**config.mk**
```make
export PLATFORM = sky130hd
export DESIGN_NAME = srgs_core
export DESIGN_NICKNAME = d
export VERILOG_FILES = /design/src/verilog/srgs_pkg.sv /design/src/verilog/srgs_div.sv /design/src/verilog/srgs_core.sv
export SDC_FILE = /design/constraint.sdc
export NUM_CORES = 2
export LEC_CHECK = 0
export BUFFER_PORTS_ARGS = -buffer_cell sky130_fd_sc_hd__buf_2
export CAP_MARGIN = 40
export CELL_PAD_IN_SITES_DETAIL_PLACEMENT = 1
export CELL_PAD_IN_SITES_GLOBAL_PLACEMENT = 1
export CORE_ASPECT_RATIO = 0.75
export CORE_MARGIN = 2
export CORE_UTILIZATION = 45
export DETAILED_ROUTE_END_ITERATION = 16
export PLACE_DENSITY = 0.91
export SYNTH_ARGS = -nofsm -noshare
export SYNTH_HDL_FRONTEND = slang
export SYNTH_SLANG_ARGS = --single-unit
```
**constraint.sdc**
```tcl
create_clock -name sys_clk -period 16.4 [get_ports sys_clk]
set_input_delay 4.1 -clock sys_clk [delete_from_list [all_inputs] [get_ports sys_clk]]
set_output_delay 4.1 -clock sys_clk [all_outputs]
set_load 0.01 [all_outputs]
```
**src/verilog/srgs_pkg.sv**
```systemverilog
// srgs_pkg: constants for the speed regulator with gain scheduling
// assumes one 125 MHz control clock; all settings arrive as plain ports
package srgs_pkg;
    // clock and control period
    localparam int CLK_PERIOD_NS  = 8;
    localparam int CTRL_PERIOD_NS = 1_000_000;
    localparam int CTRL_CYCLES    = CTRL_PERIOD_NS / CLK_PERIOD_NS;
    // setting widths: gain lsb 0.01, time lsb 1 ms, frequency lsb 0.1 Hz
    localparam int GAIN_W = 16;
    localparam int TIME_W = 14;
    localparam int FREQ_W = 12;
    localparam int TAU_W  = 9;
    localparam int DATA_W = 16;
    localparam int NUM_DIN = 6;
    // ranges and defaults
    localparam logic [GAIN_W-1:0] GAIN_MAX     = 16'h7530;
    localparam logic [GAIN_W-1:0] GAIN_DEFAULT = 16'h07D0;
    localparam logic [TIME_W-1:0] TIME_MAX     = 14'h2710;
    localparam logic [TIME_W-1:0] TIME_DEFAULT = 14'h01F4;
    localparam logic [FREQ_W-1:0] FSW_MAX      = 12'h0FA0;
    localparam logic [FREQ_W-1:0] FSW_DEFAULT  = 12'h0000;
    localparam logic [TAU_W-1:0]  TAU_MAX      = 9'h1F4;
    localparam logic [TAU_W-1:0]  TAU_DEFAULT  = 9'h004;
    // input function codes
    localparam logic [7:0] FN_INTEG_RESET = 8'h0E;
    localparam logic [7:0] FN_GAIN_SELECT = 8'h77;
    // monitor source and level codes
    localparam logic [7:0] MON_SRC_OUT_FREQ = 8'h02;
    localparam logic [7:0] MON_SRC_SPEED    = 8'h05;
    localparam logic [7:0] MON_LVL_UNIPOLAR = 8'h00;
    // fixed point
    localparam int RATIO_FRAC = 12;
    localparam int RAMP_FRAC  = 8;
    localparam int OUT_SHIFT  = 8;
    localparam int DIV_W      = 32;
    localparam int DIVISOR_W  = 16;
    localparam logic signed [31:0] INTEG_LIMIT = 32'sh4000_0000;
    localparam logic signed [17:0] IPART_LIMIT = 18'sh0_FFFF;
    localparam logic signed [27:0] OUT_POS     = 28'sh000_7FFF;
    localparam logic signed [27:0] OUT_NEG     = -28'sh000_8000;

    typedef enum logic [2:0] {
        SRGS_IDLE, SRGS_BLEND, SRGS_STEP, SRGS_INTEG, SRGS_FILT
    } srgs_state_e;
endpackage

```
**src/verilog/srgs_div.sv**
```systemverilog
// srgs_div: serial restoring divider, one quotient bit per clock
// assumes start is a pulse while idle and the divisor is non-zero
`timescale 1ns/10ps
`default_nettype none
module srgs_div (
    input  wire logic                            sys_clk,
    input  wire logic                            rst,
    input  wire logic                            start,
    input  wire logic [srgs_pkg::DIV_W-1:0]      dividend,
    input  wire logic [srgs_pkg::DIVISOR_W-1:0]  divisor,
    output logic      [srgs_pkg::DIV_W-1:0]      quotient,
    output logic                                 done
);
    logic [srgs_pkg::DIVISOR_W-1:0] rem_r;
    logic [5:0]                     cnt_r;
    logic [srgs_pkg::DIVISOR_W:0]   shifted;

    assign shifted = {rem_r, quotient[srgs_pkg::DIV_W-1]};

    always_ff @(posedge sys_clk or posedge rst) begin
        if (rst) begin
            quotient <= '0;
            rem_r    <= '0;
            cnt_r    <= '0;
            done     <= 1'b0;
        end else begin
            done <= 1'b0;
            if (start) begin
                quotient <= dividend;
                rem_r    <= '0;
                cnt_r    <= 6'(srgs_pkg::DIV_W);
            end else if (cnt_r != '0) begin
                if (shifted >= {1'b0, divisor}) begin
                    rem_r    <= 16'(shifted - {1'b0, divisor});
                    quotient <= {quotient[srgs_pkg::DIV_W-2:0], 1'b1};
                end else begin
                    rem_r    <= shifted[srgs_pkg::DIVISOR_W-1:0];
                    quotient <= {quotient[srgs_pkg::DIV_W-2:0], 1'b0};
                end
                cnt_r <= cnt_r - 6'd1;
                done  <= (cnt_r == 6'd1);
            end
        end
    end
endmodule // srgs_div
`default_nettype wire

```
**src/verilog/srgs_core.sv**
```systemverilog
// srgs_core: pi speed regulator with low-speed gain blend, gain select,
// integral reset, first-order output delay and monitor routing
// assumes settings are static between control ticks; digital inputs are pins
// Behaviour
// - primary gain and integral time settable
// - second low-speed gain and integral time
// - switching frequency sets low-speed region
// - blend linearly toward low-speed set below switch
// - switch frequency zero uses primary set
// - input function E is integral reset
// - reset input clears integral, p only
// - input function 77 selects second gain
// - gain select overrides frequency scheduling of the gain; integral time stays scheduled
// - gain-select change ramps over primary integral time
// - first-order delay filter on regulator output
// - monitor code 2 routes output frequency to monitor 1, code 5 routes speed to monitor 2
`timescale 1ns/10ps
`default_nettype none
module srgs_core #(
    parameter int CTRL_CYCLES = srgs_pkg::CTRL_CYCLES
) (
    input  wire logic                              sys_clk,
    input  wire logic                              rst,
    input  wire logic                              run,
    input  wire logic signed [srgs_pkg::DATA_W-1:0] speed_ref,
    input  wire logic signed [srgs_pkg::DATA_W-1:0] motor_speed,
    input  wire logic signed [srgs_pkg::DATA_W-1:0] output_freq,
    input  wire logic [srgs_pkg::GAIN_W-1:0]       primary_prop_gain,
    input  wire logic [srgs_pkg::TIME_W-1:0]       primary_integral_time,
    input  wire logic [srgs_pkg::GAIN_W-1:0]       low_speed_prop_gain,
    input  wire logic [srgs_pkg::TIME_W-1:0]       low_speed_integral_time,
    input  wire logic [srgs_pkg::FREQ_W-1:0]       gain_switch_frequency,
    input  wire logic [srgs_pkg::TAU_W-1:0]        regulator_delay_time,
    input  wire logic [srgs_pkg::NUM_DIN-1:0]      digital_in,
    input  wire logic [srgs_pkg::NUM_DIN-1:0][7:0] input_function_select,
    input  wire logic [7:0]                        monitor1_source_select,
    input  wire logic [7:0]                        monitor2_source_select,
    input  wire logic [7:0]                        monitor_level_select,
    output logic signed [srgs_pkg::DATA_W-1:0]     torque_ref,
    output logic signed [srgs_pkg::DATA_W-1:0]     monitor1_out,
    output logic signed [srgs_pkg::DATA_W-1:0]     monitor2_out,
    output logic [srgs_pkg::GAIN_W-1:0]            kp_active,
    output logic [srgs_pkg::TIME_W-1:0]            ti_active,
    output logic                                   integ_reset_active,
    output logic                                   gain_select_active,
    output logic                                   ctrl_tick
);
    localparam int RF = srgs_pkg::RAMP_FRAC;

    srgs_pkg::srgs_state_e state_r;
    logic [31:0]  tick_cnt_r;
    logic         launched_r;
    logic         div_start;
    logic         div_done;
    logic [31:0]  div_a;
    logic [15:0]  div_b;
    logic [31:0]  div_q;

    logic [srgs_pkg::FREQ_W-1:0] fsw_r;
    logic [srgs_pkg::TAU_W-1:0]  tau_r;
    logic [12:0]                 ratio_r;
    logic [15:0]                 freq_abs;
    logic                        sched_on;
    logic [15:0]                 kp_sched;
    logic [15:0]                 ti_sched;
    logic [15:0]                 kp_target;
    logic [23:0]                 kp_acc_r;
    logic [23:0]                 step_r;
    logic [23:0]                 step_use;
    logic [23:0]                 tgt24;
    logic [23:0]                 ramp_gap;
    logic                        ramp_on_r;
    logic                        gs_prev_r;
    logic                        chg_r;
    logic signed [16:0]          err_r;
    logic signed [31:0]          integ_r;
    logic signed [32:0]          integ_sum;
    logic signed [17:0]          ipart;
    logic signed [18:0]          pi_sum;
    logic signed [35:0]          prod;
    logic signed [27:0]          prod_sh;
    logic signed [15:0]          u_sat;
    logic signed [15:0]          y_r;
    logic signed [16:0]          filt_gap;

    // digital input synchronisers and function decode
    logic [srgs_pkg::NUM_DIN-1:0] din_s1, din_s2, din_s3, din_q;
    logic [srgs_pkg::NUM_DIN-1:0] is_reset, is_gsel;
    genvar gi;
    generate
        for (gi = 0; gi < srgs_pkg::NUM_DIN; gi++) begin : g_din
            always_ff @(posedge sys_clk or posedge rst) begin
                if (rst) begin
                    din_s1[gi] <= 1'b0;
                    din_s2[gi] <= 1'b0;
                    din_s3[gi] <= 1'b0;
                    din_q[gi]  <= 1'b0;
                end else begin
                    din_s1[gi] <= digital_in[gi];
                    din_s2[gi] <= din_s1[gi];
                    din_s3[gi] <= din_s2[gi];
                    if (din_s2[gi] == din_s3[gi]) begin
                        din_q[gi] <= din_s3[gi];
                    end
                end
            end
            assign is_reset[gi] = din_q[gi] &&
                (input_function_select[gi] == srgs_pkg::FN_INTEG_RESET);
            assign is_gsel[gi]  = din_q[gi] &&
                (input_function_select[gi] == srgs_pkg::FN_GAIN_SELECT);
        end
    endgenerate
    assign integ_reset_active = |is_reset;
    assign gain_select_active = |is_gsel;

    // linear blend b + (a - b) * r / 4096
    function automatic logic [15:0] blend(input logic [15:0] a, input logic [15:0] b,
                                          input logic [12:0] r);
        logic signed [31:0] d;
        logic signed [31:0] s;
        d = ($signed(32'(a)) - $signed(32'(b))) * $signed(32'(r));
        s = $signed(32'(b)) + (d >>> srgs_pkg::RATIO_FRAC);
        return s[15:0];
    endfunction

    // control tick divider
    always_ff @(posedge sys_clk or posedge rst) begin
        if (rst) begin
            tick_cnt_r <= '0;
            ctrl_tick  <= 1'b0;
        end else begin
            ctrl_tick <= (tick_cnt_r == 32'(CTRL_CYCLES - 1));
            if (tick_cnt_r == 32'(CTRL_CYCLES - 1)) begin
                tick_cnt_r <= '0;
            end else begin
                tick_cnt_r <= tick_cnt_r + 32'd1;
            end
        end
    end

    // settings that only move while stopped
    always_ff @(posedge sys_clk or posedge rst) begin
        if (rst) begin
            fsw_r <= srgs_pkg::FSW_DEFAULT;
            tau_r <= srgs_pkg::TAU_DEFAULT;
        end else if (!run) begin
            fsw_r <= gain_switch_frequency;
            tau_r <= regulator_delay_time;
        end
    end

    // gain schedule
    assign freq_abs = output_freq[15] ? 16'(-output_freq) : output_freq;
    assign sched_on = (fsw_r != '0) && (freq_abs < 16'(fsw_r));
    assign kp_sched = sched_on ? blend(primary_prop_gain, low_speed_prop_gain, ratio_r)
                               : primary_prop_gain;
    assign ti_sched = sched_on ? blend(16'(primary_integral_time),
                                       16'(low_speed_integral_time), ratio_r)
                               : 16'(primary_integral_time);
    assign kp_target = gain_select_active ? low_speed_prop_gain : kp_sched;
    assign tgt24     = {kp_target, 8'h00};
    assign ramp_gap  = (tgt24 >= kp_acc_r) ? tgt24 - kp_acc_r : kp_acc_r - tgt24;
    assign step_use  = chg_r ? ((div_q[23:0] == '0) ? 24'd1 : div_q[23:0]) : step_r;
    assign kp_active = kp_acc_r[23:RF];
    assign ti_active = ti_sched[srgs_pkg::TIME_W-1:0];

    // regulator arithmetic
    assign integ_sum = 33'(integ_r) + 33'(err_r);
    assign pi_sum    = 19'(err_r) + 19'(ipart);
    assign prod      = $signed({1'b0, kp_active}) * pi_sum;
    assign prod_sh   = prod[35:srgs_pkg::OUT_SHIFT];
    assign u_sat     = (prod_sh > srgs_pkg::OUT_POS) ? 16'sh7FFF :
                       (prod_sh < srgs_pkg::OUT_NEG) ? -16'sh8000 : prod_sh[15:0];
    assign filt_gap  = 17'(u_sat) - 17'(y_r);

    // divider operands per step
    always_comb begin
        div_a = '0;
        div_b = 16'd1;
        unique case (state_r)
            srgs_pkg::SRGS_IDLE: begin
            end
            srgs_pkg::SRGS_BLEND: begin
                div_a = {4'h0, freq_abs, 12'h000};
                div_b = (fsw_r == '0) ? 16'd1 : 16'(fsw_r);
            end
            srgs_pkg::SRGS_STEP: begin
                div_a = 32'(ramp_gap);
                div_b = (primary_integral_time == '0) ? 16'd1 : 16'(primary_integral_time);
            end
            srgs_pkg::SRGS_INTEG: begin
                div_a = integ_r[31] ? 32'(-integ_r) : 32'(integ_r);
                div_b = (ti_sched == '0) ? 16'd1 : ti_sched;
            end
            srgs_pkg::SRGS_FILT: begin
                div_a = filt_gap[16] ? 32'(-filt_gap) : 32'(filt_gap);
                div_b = 16'(tau_r) + 16'd1;
            end
        endcase
    end
    assign div_start = (state_r != srgs_pkg::SRGS_IDLE) && !launched_r;

    srgs_div u_div (
        .sys_clk  (sys_clk),
        .rst      (rst),
        .start    (div_start),
        .dividend (div_a),
        .divisor  (div_b),
        .quotient (div_q),
        .done     (div_done)
    );

    // sequencer
    always_ff @(posedge sys_clk or posedge rst) begin
        if (rst) begin
            state_r    <= srgs_pkg::SRGS_IDLE;
            launched_r <= 1'b0;
        end else begin
            if (div_start) begin
                launched_r <= 1'b1;
            end
            if (div_done) begin
                launched_r <= 1'b0;
            end
            unique case (state_r)
                srgs_pkg::SRGS_IDLE:  if (ctrl_tick) state_r <= srgs_pkg::SRGS_BLEND;
                srgs_pkg::SRGS_BLEND: if (div_done) state_r <= srgs_pkg::SRGS_STEP;
                srgs_pkg::SRGS_STEP:  if (div_done) state_r <= srgs_pkg::SRGS_INTEG;
                srgs_pkg::SRGS_INTEG: if (div_done) state_r <= srgs_pkg::SRGS_FILT;
                srgs_pkg::SRGS_FILT:  if (div_done) state_r <= srgs_pkg::SRGS_IDLE;
            endcase
        end
    end

    // error sample and integrator
    always_ff @(posedge sys_clk or posedge rst) begin
        if (rst) begin
            err_r   <= '0;
            integ_r <= '0;
        end else if (state_r == srgs_pkg::SRGS_IDLE && ctrl_tick) begin
            err_r <= 17'(speed_ref) - 17'(motor_speed);
            if (integ_reset_active) begin
                integ_r <= '0;
            end else if (integ_sum > 33'(srgs_pkg::INTEG_LIMIT)) begin
                integ_r <= srgs_pkg::INTEG_LIMIT;
            end else if (integ_sum < -33'(srgs_pkg::INTEG_LIMIT)) begin
                integ_r <= -srgs_pkg::INTEG_LIMIT;
            end else begin
                integ_r <= integ_sum[31:0];
            end
        end
    end

    // blend ratio
    always_ff @(posedge sys_clk or posedge rst) begin
        if (rst) begin
            ratio_r <= '0;
        end else if (state_r == srgs_pkg::SRGS_BLEND && div_done) begin
            ratio_r <= div_q[12:0];
        end
    end

    // proportional gain ramp after a gain-select change
    always_ff @(posedge sys_clk or posedge rst) begin
        if (rst) begin
            kp_acc_r  <= {srgs_pkg::GAIN_DEFAULT, 8'h00};
            step_r    <= '0;
            ramp_on_r <= 1'b0;
            gs_prev_r <= 1'b0;
            chg_r     <= 1'b0;
        end else if (state_r == srgs_pkg::SRGS_IDLE && ctrl_tick) begin
            gs_prev_r <= gain_select_active;
            chg_r     <= gain_select_active != gs_prev_r;
        end else if (state_r == srgs_pkg::SRGS_STEP && div_done) begin
            chg_r <= 1'b0;
            if (chg_r) begin
                step_r <= step_use;
            end
            if ((ramp_on_r || chg_r) && primary_integral_time != '0) begin
                if (ramp_gap <= step_use) begin
                    kp_acc_r  <= tgt24;
                    ramp_on_r <= 1'b0;
                end else begin
                    ramp_on_r <= 1'b1;
                    kp_acc_r  <= (tgt24 > kp_acc_r) ? kp_acc_r + step_use
                                                    : kp_acc_r - step_use;
                end
            end else begin
                kp_acc_r  <= tgt24;
                ramp_on_r <= 1'b0;
            end
        end
    end

    // integral share: accumulated error over integral time
    always_ff @(posedge sys_clk or posedge rst) begin
        if (rst) begin
            ipart <= '0;
        end else if (state_r == srgs_pkg::SRGS_INTEG && div_done) begin
            if (integ_reset_active || ti_sched == '0) begin
                ipart <= '0;
            end else if (div_q > 32'(srgs_pkg::IPART_LIMIT)) begin
                ipart <= integ_r[31] ? -srgs_pkg::IPART_LIMIT : srgs_pkg::IPART_LIMIT;
            end else begin
                ipart <= integ_r[31] ? -18'(div_q) : 18'(div_q);
            end
        end
    end

    // first-order delay on the torque reference
    always_ff @(posedge sys_clk or posedge rst) begin
        if (rst) begin
            y_r <= '0;
        end else if (state_r == srgs_pkg::SRGS_FILT && div_done) begin
            y_r <= filt_gap[16] ? y_r - div_q[15:0] : y_r + div_q[15:0];
        end
    end
    assign torque_ref = y_r;

    // monitor routing
    always_ff @(posedge sys_clk or posedge rst) begin
        if (rst) begin
            monitor1_out <= '0;
            monitor2_out <= '0;
        end else begin
            monitor1_out <= '0;
            monitor2_out <= '0;
            if (monitor1_source_select == srgs_pkg::MON_SRC_OUT_FREQ) begin
                monitor1_out <= (monitor_level_select == srgs_pkg::MON_LVL_UNIPOLAR &&
                                 output_freq[15]) ? '0 : output_freq;
            end
            if (monitor2_source_select == srgs_pkg::MON_SRC_SPEED) begin
                monitor2_out <= (monitor_level_select == srgs_pkg::MON_LVL_UNIPOLAR &&
                                 motor_speed[15]) ? '0 : motor_speed;
            end
        end
    end
endmodule // srgs_core
`default_nettype wire

```
==> results.sh, run 1 <==
export IMPL_cts_max_path_buffers=3
export IMPL_grt_start_max_net_pins=118
export IMPL_gp_congestion=0.972
export IMPL_hpwl_mm=182
export IMPL_yosysMostFrequentCell="inv_1"
export IMPL_syn_num_nets=7889
export IMPL_synth_seq_cells=316
export IMPL_synth_edf_count=0
export IMPL_cts_sinks=316
export IMPL_grt_antenna_before_repair=89
export IMPL_overflow=190
export IMPL_grt_worst_endpoint="kp_acc_r[15]$_DFFE_PP1P_/D"
export IMPL_cts_hold_buffers=0
export IMPL_synth_top_area_share_pct=25.1
export IMPL_rows=111
export IMPL_worst_ep_kind="register data pin"
export IMPL_chipWidth_um=409
export IMPL_grtUsageTotal_pct=71.9
export IMPL_stop_stage="5_1_grt"
export IMPL_outcome="did not finish"
export IMPL_io_pins=291
export IMPL_ys_async_sr_fraction_pct=100
export IMPL_portBuffers=290
export IMPL_yosys_warnings=0
export IMPL_synth_avg_cell_area_sq_um=8.51
export IMPL_firstError="[ERROR GRT-0232] Routing congestion too high. Check the congestion heatmap in the GUI."
export IMPL_cts_max_level=2
export IMPL_cts_buffers=42
export IMPL_cts_root_buffer_cell="clkbuf_16"
export IMPL_initial_core_util_pct=45.3
export IMPL_synth_common_cells="inv_1, nand2_1, fa_1, ha_1, and2_1"
export IMPL_yosys_area_top_type="fa_1"
export IMPL_syn_area_sq_um=55200
export IMPL_synth_flop_cell="dfrtp_1"
export IMPL_ys_seq_area_share_pct=14.3
export IMPL_synth_area_top_cells="fa_1, dfrtp_1, ha_1, inv_1, nand2_1"
export IMPL_pre_cts_slack_ns=-1.96
export IMPL_synth_cell_types=93
export IMPL_fp_dieH_um=307
export IMPL_synth_cells=6490
## kinds of logic after synthesis
logic type                 share of synthesized area (%)
buffers and inverters                               9.20
AOI/OAI and AO/OA                                   13.2
xor gates and xnor gates                            5.67
muxes                                               2.80
adders and majority gates                           36.6
DFF                                                 14.3
and+or+nand+nor                                     18.2
## routing by layer
layer	GRT usage, %	GRT overflow
met1	69.8	45
met2	83.0	50
met3	66.5	40
met4	65.2	54
met5	58.7	1
## stage by stage
stage               instances  cell area [sq um]  util [%]
floorplan                6490              55500         -
global placement         8718              62400      51.2
detailed placement       8734              62600      51.4
CTS                      8878              65900      54.0
## what timing repair did
item                       CTS
resized for setup          252
cloned                       3
setup endpoints to repair   53
hold endpoints to repair     0
setup buffers               65
pin swaps                  168
==> run 2: changes to the inputs <==
--- a/config.mk
+++ b/config.mk
@@ -7,13 +7,10 @@
 export LEC_CHECK = 0
 export BUFFER_PORTS_ARGS = -buffer_cell sky130_fd_sc_hd__buf_2
 export CAP_MARGIN = 40
-export CELL_PAD_IN_SITES_DETAIL_PLACEMENT = 1
-export CELL_PAD_IN_SITES_GLOBAL_PLACEMENT = 1
-export CORE_ASPECT_RATIO = 0.75
 export CORE_MARGIN = 2
-export CORE_UTILIZATION = 45
+export CORE_UTILIZATION = 40
 export DETAILED_ROUTE_END_ITERATION = 16
-export PLACE_DENSITY = 0.91
+export PLACE_DENSITY_LB_ADDON = 0.15
 export SYNTH_ARGS = -nofsm -noshare
 export SYNTH_HDL_FRONTEND = slang
 export SYNTH_SLANG_ARGS = --single-unit
==> constraint.sdc (replaced) <==
create_clock -name sys_clk -period 21.3 [get_ports sys_clk]
set_input_delay 5.325 -clock sys_clk [delete_from_list [all_inputs] [get_ports sys_clk]]
set_output_delay 5.325 -clock sys_clk [all_outputs]
set_load 0.01 [all_outputs]
==> results.sh, run 2 <==
export IMPL_outcome="complete, no violations"
export IMPL_syn_area_sq_um=55200
export IMPL_synth_top_area_share_pct=25.1
export IMPL_ys_seq_area_share_pct=14.3
export IMPL_grt_pass1_vias=46264
export IMPL_synth_flop_cell="dfrtp_1"
export IMPL_worst_pin_slew_ns=0.922
export IMPL_met1_length_mm=80.5
export IMPL_portBuffers=290
export IMPL_dr_first_iter_drc_count=3168
export IMPL_slowest_delay_ns=0.58
export IMPL_pre_cts_slack_ns=0.386
export IMPL_routedWlPerCell_um=20.4
export IMPL_timing_rr_start="err_r[0]"
export IMPL_synth_edf_count=0
export IMPL_cts_root_buffer_cell="clkbuf_16"
export IMPL_yosysMostFrequentCell="inv_1"
export IMPL_cts_hold_buffers=0
export IMPL_timing_setup_tns_ns=0
export IMPL_cts_sinks=316
export IMPL_cp_top_family="adder cells"
export IMPL_ant_nets=0
export IMPL_ys_async_sr_fraction_pct=100
export IMPL_multi_input_area_sq_um=42300
export IMPL_ctsResizeCount=0
export IMPL_dieArea_sq_um=141000
export IMPL_clock_skew_ns=0.0344
export IMPL_hpwl_mm=141
export IMPL_setup_ws_ns=0.753
export IMPL_area_growth_pct=9.41
export IMPL_yosys_warnings=0
export IMPL_finalWorstPathRequiredPeriod_ns=20.55
export IMPL_synth_cell_types=93
export IMPL_arrival_ns=15.22
export IMPL_mostFrequentLayoutCells="inv_1, nand2_1, fa_1"
export IMPL_timing_fmax_ghz=0.0487
export IMPL_regArea_sq_um=7920
export IMPL_required_ns=15.98
export IMPL_cts_max_path_buffers=3
export IMPL_synth_seq_cells=316
export IMPL_insertion_delay_ns=0.60
export IMPL_post_route_period_util_pct=96.5
export IMPL_fp_dieH_um=376
export IMPL_path_max_fanout=13
export IMPL_gp_congestion=0.910
export IMPL_cts_tree="done"
export IMPL_setup_viol=0
export IMPL_synth_common_cells="inv_1, nand2_1, fa_1, ha_1, and2_1"
export IMPL_synth_area_top_cells="fa_1, dfrtp_1, ha_1, inv_1, nand2_1"
export IMPL_grt_pass1_wl_mm=272
export IMPL_grt_start_max_net_pins=111
export IMPL_wl_met2_mm=79.4
export IMPL_worstSetupStartpoint="low_speed_integral_time[1]"
export IMPL_core_sq_um=137000
export IMPL_vias=46080
export IMPL_syn_num_nets=7889
export IMPL_maxSlewViolCount=0
export IMPL_regToRegSetupSlack_ns=4.91
export IMPL_final_common_cell="inv_1"
export IMPL_cts_max_level=2
export IMPL_worst_r2r_path_depth=59
export IMPL_drv_cap=0
export IMPL_crit_cells=43
export IMPL_cts_setup_buffers=0
export IMPL_drt_pass1_iter_count=5
export IMPL_synth_avg_cell_area_sq_um=8.51
export IMPL_initial_core_util_pct=40.2
export IMPL_start_kind="input port"
export IMPL_path_buf_inv=8
export IMPL_crit_type="in2out"
export IMPL_nNetsFinal=8076
export IMPL_grt_antenna_before_repair=2
export IMPL_overflow=0
export IMPL_chipWidth_um=376
export IMPL_routed_wl_mm=174
export IMPL_vias_per_cell=5.42
export IMPL_io_pins=291
export IMPL_critPathCapture="ti_active[13]"
export IMPL_reg_largest_list="integ_r (32), tick_cnt_r (32), u_div.quotient (32)"
export IMPL_slew_headroom_pct=38.5
export IMPL_placed_area_sq_um=59000
export IMPL_yosys_area_top_type="fa_1"
export IMPL_n_fill_cell=13692
export IMPL_final_layout_size_suffix_gt1_share_pct=9.62
export IMPL_synth_cells=6490
export IMPL_worst_hold_path_type="reg2reg"
export IMPL_final_cell_area_sq_um=60400
export IMPL_hold_viol=0
export IMPL_route_detailed_drc=0
export IMPL_end_kind="output port"
export IMPL_r2r_end="torque_ref[15]"
export IMPL_rsz0062_at_grt="no"
export IMPL_grtUsageTotal_pct=24.6
export IMPL_rows=136
export IMPL_wl_met3_mm=9.06
export IMPL_cts_clk_slew_worst_paths_ns=0.06
export IMPL_cpMaxStageDelayCell="fa_1"
export IMPL_whs_ns=0.348
export IMPL_highest_layer="met4"
export IMPL_cts_buffers=42
-- run 2: cell counts after synthesis --
Identical to the previous run, type by type.
-- run 2: through the flow --
stage	std cells	utilization, %
3_3_place_gp	8406	42.8
5_1_grt	8501	44.0
6_report	8502	44.0
3_5_place_dp	8427	43.0
4_1_cts	8501	44.0
2_1_floorplan	6490	-
-- run 2: per-layer routing --
| layer | up-vias | track usage (%) |
|---|---|---|
| met2 | 1267 | 39.9 |
| met1 | 22942 | 35.2 |
| met5 | - | 0 |
| li1 | 21670 | - |
| met3 | 201 | 2.46 |
| met4 | 0 | 5.93 |
-- run 2: worst min-delay path by stage --
| stage | from | to | slack, ns | depth (start not counted) |
|---|---|---|---|---|
| 2_1_floorplan | din_s1[0] | din_s2[0] | 0.33 | 0 |
| 3_3_place_gp | din_s1[0] | din_s2[0] | 0.33 | 0 |
| 6_report | din_s1[4] | din_s2[4] | 0.35 | 0 |
| 5_1_grt | din_s1[4] | din_s2[4] | 0.36 | 0 |
| 3_5_place_dp | din_s1[0] | din_s2[0] | 0.34 | 0 |
| 4_1_cts | din_s1[1] | din_s2[1] | 0.35 | 0 |
-- run 2: logic make-up after synthesis --
kind of cell / Yosys count / share of synthesized area (%)
buffers and inverters: 1332 / 9.20
DFF: 316 / 14.3
adders and majority gates: 1201 / 36.6
xor gates and xnor gates: 353 / 5.67
and+or+nand+nor: 2039 / 18.2
muxes: 145 / 2.80
AOI/OAI and AO/OA: 1104 / 13.2
-- run 2: final cells by class --
cell class | instances | share of cell area (%)
diodes | 1 | 0.00414
clock inverters | 20 | 0.395
repair buffers | 426 | 4.33
inverters | 1049 | 6.53
multi-input cells | 4842 | 70.0
clock buffers | 54 | 1.93
well taps | 1794 | 3.71
flip-flops and latches | 316 | 13.1
Power of run 2 is left out: the tool's default activity adds up to more than one toggle a clock period on the data nets, which glitch-free logic cannot reach.
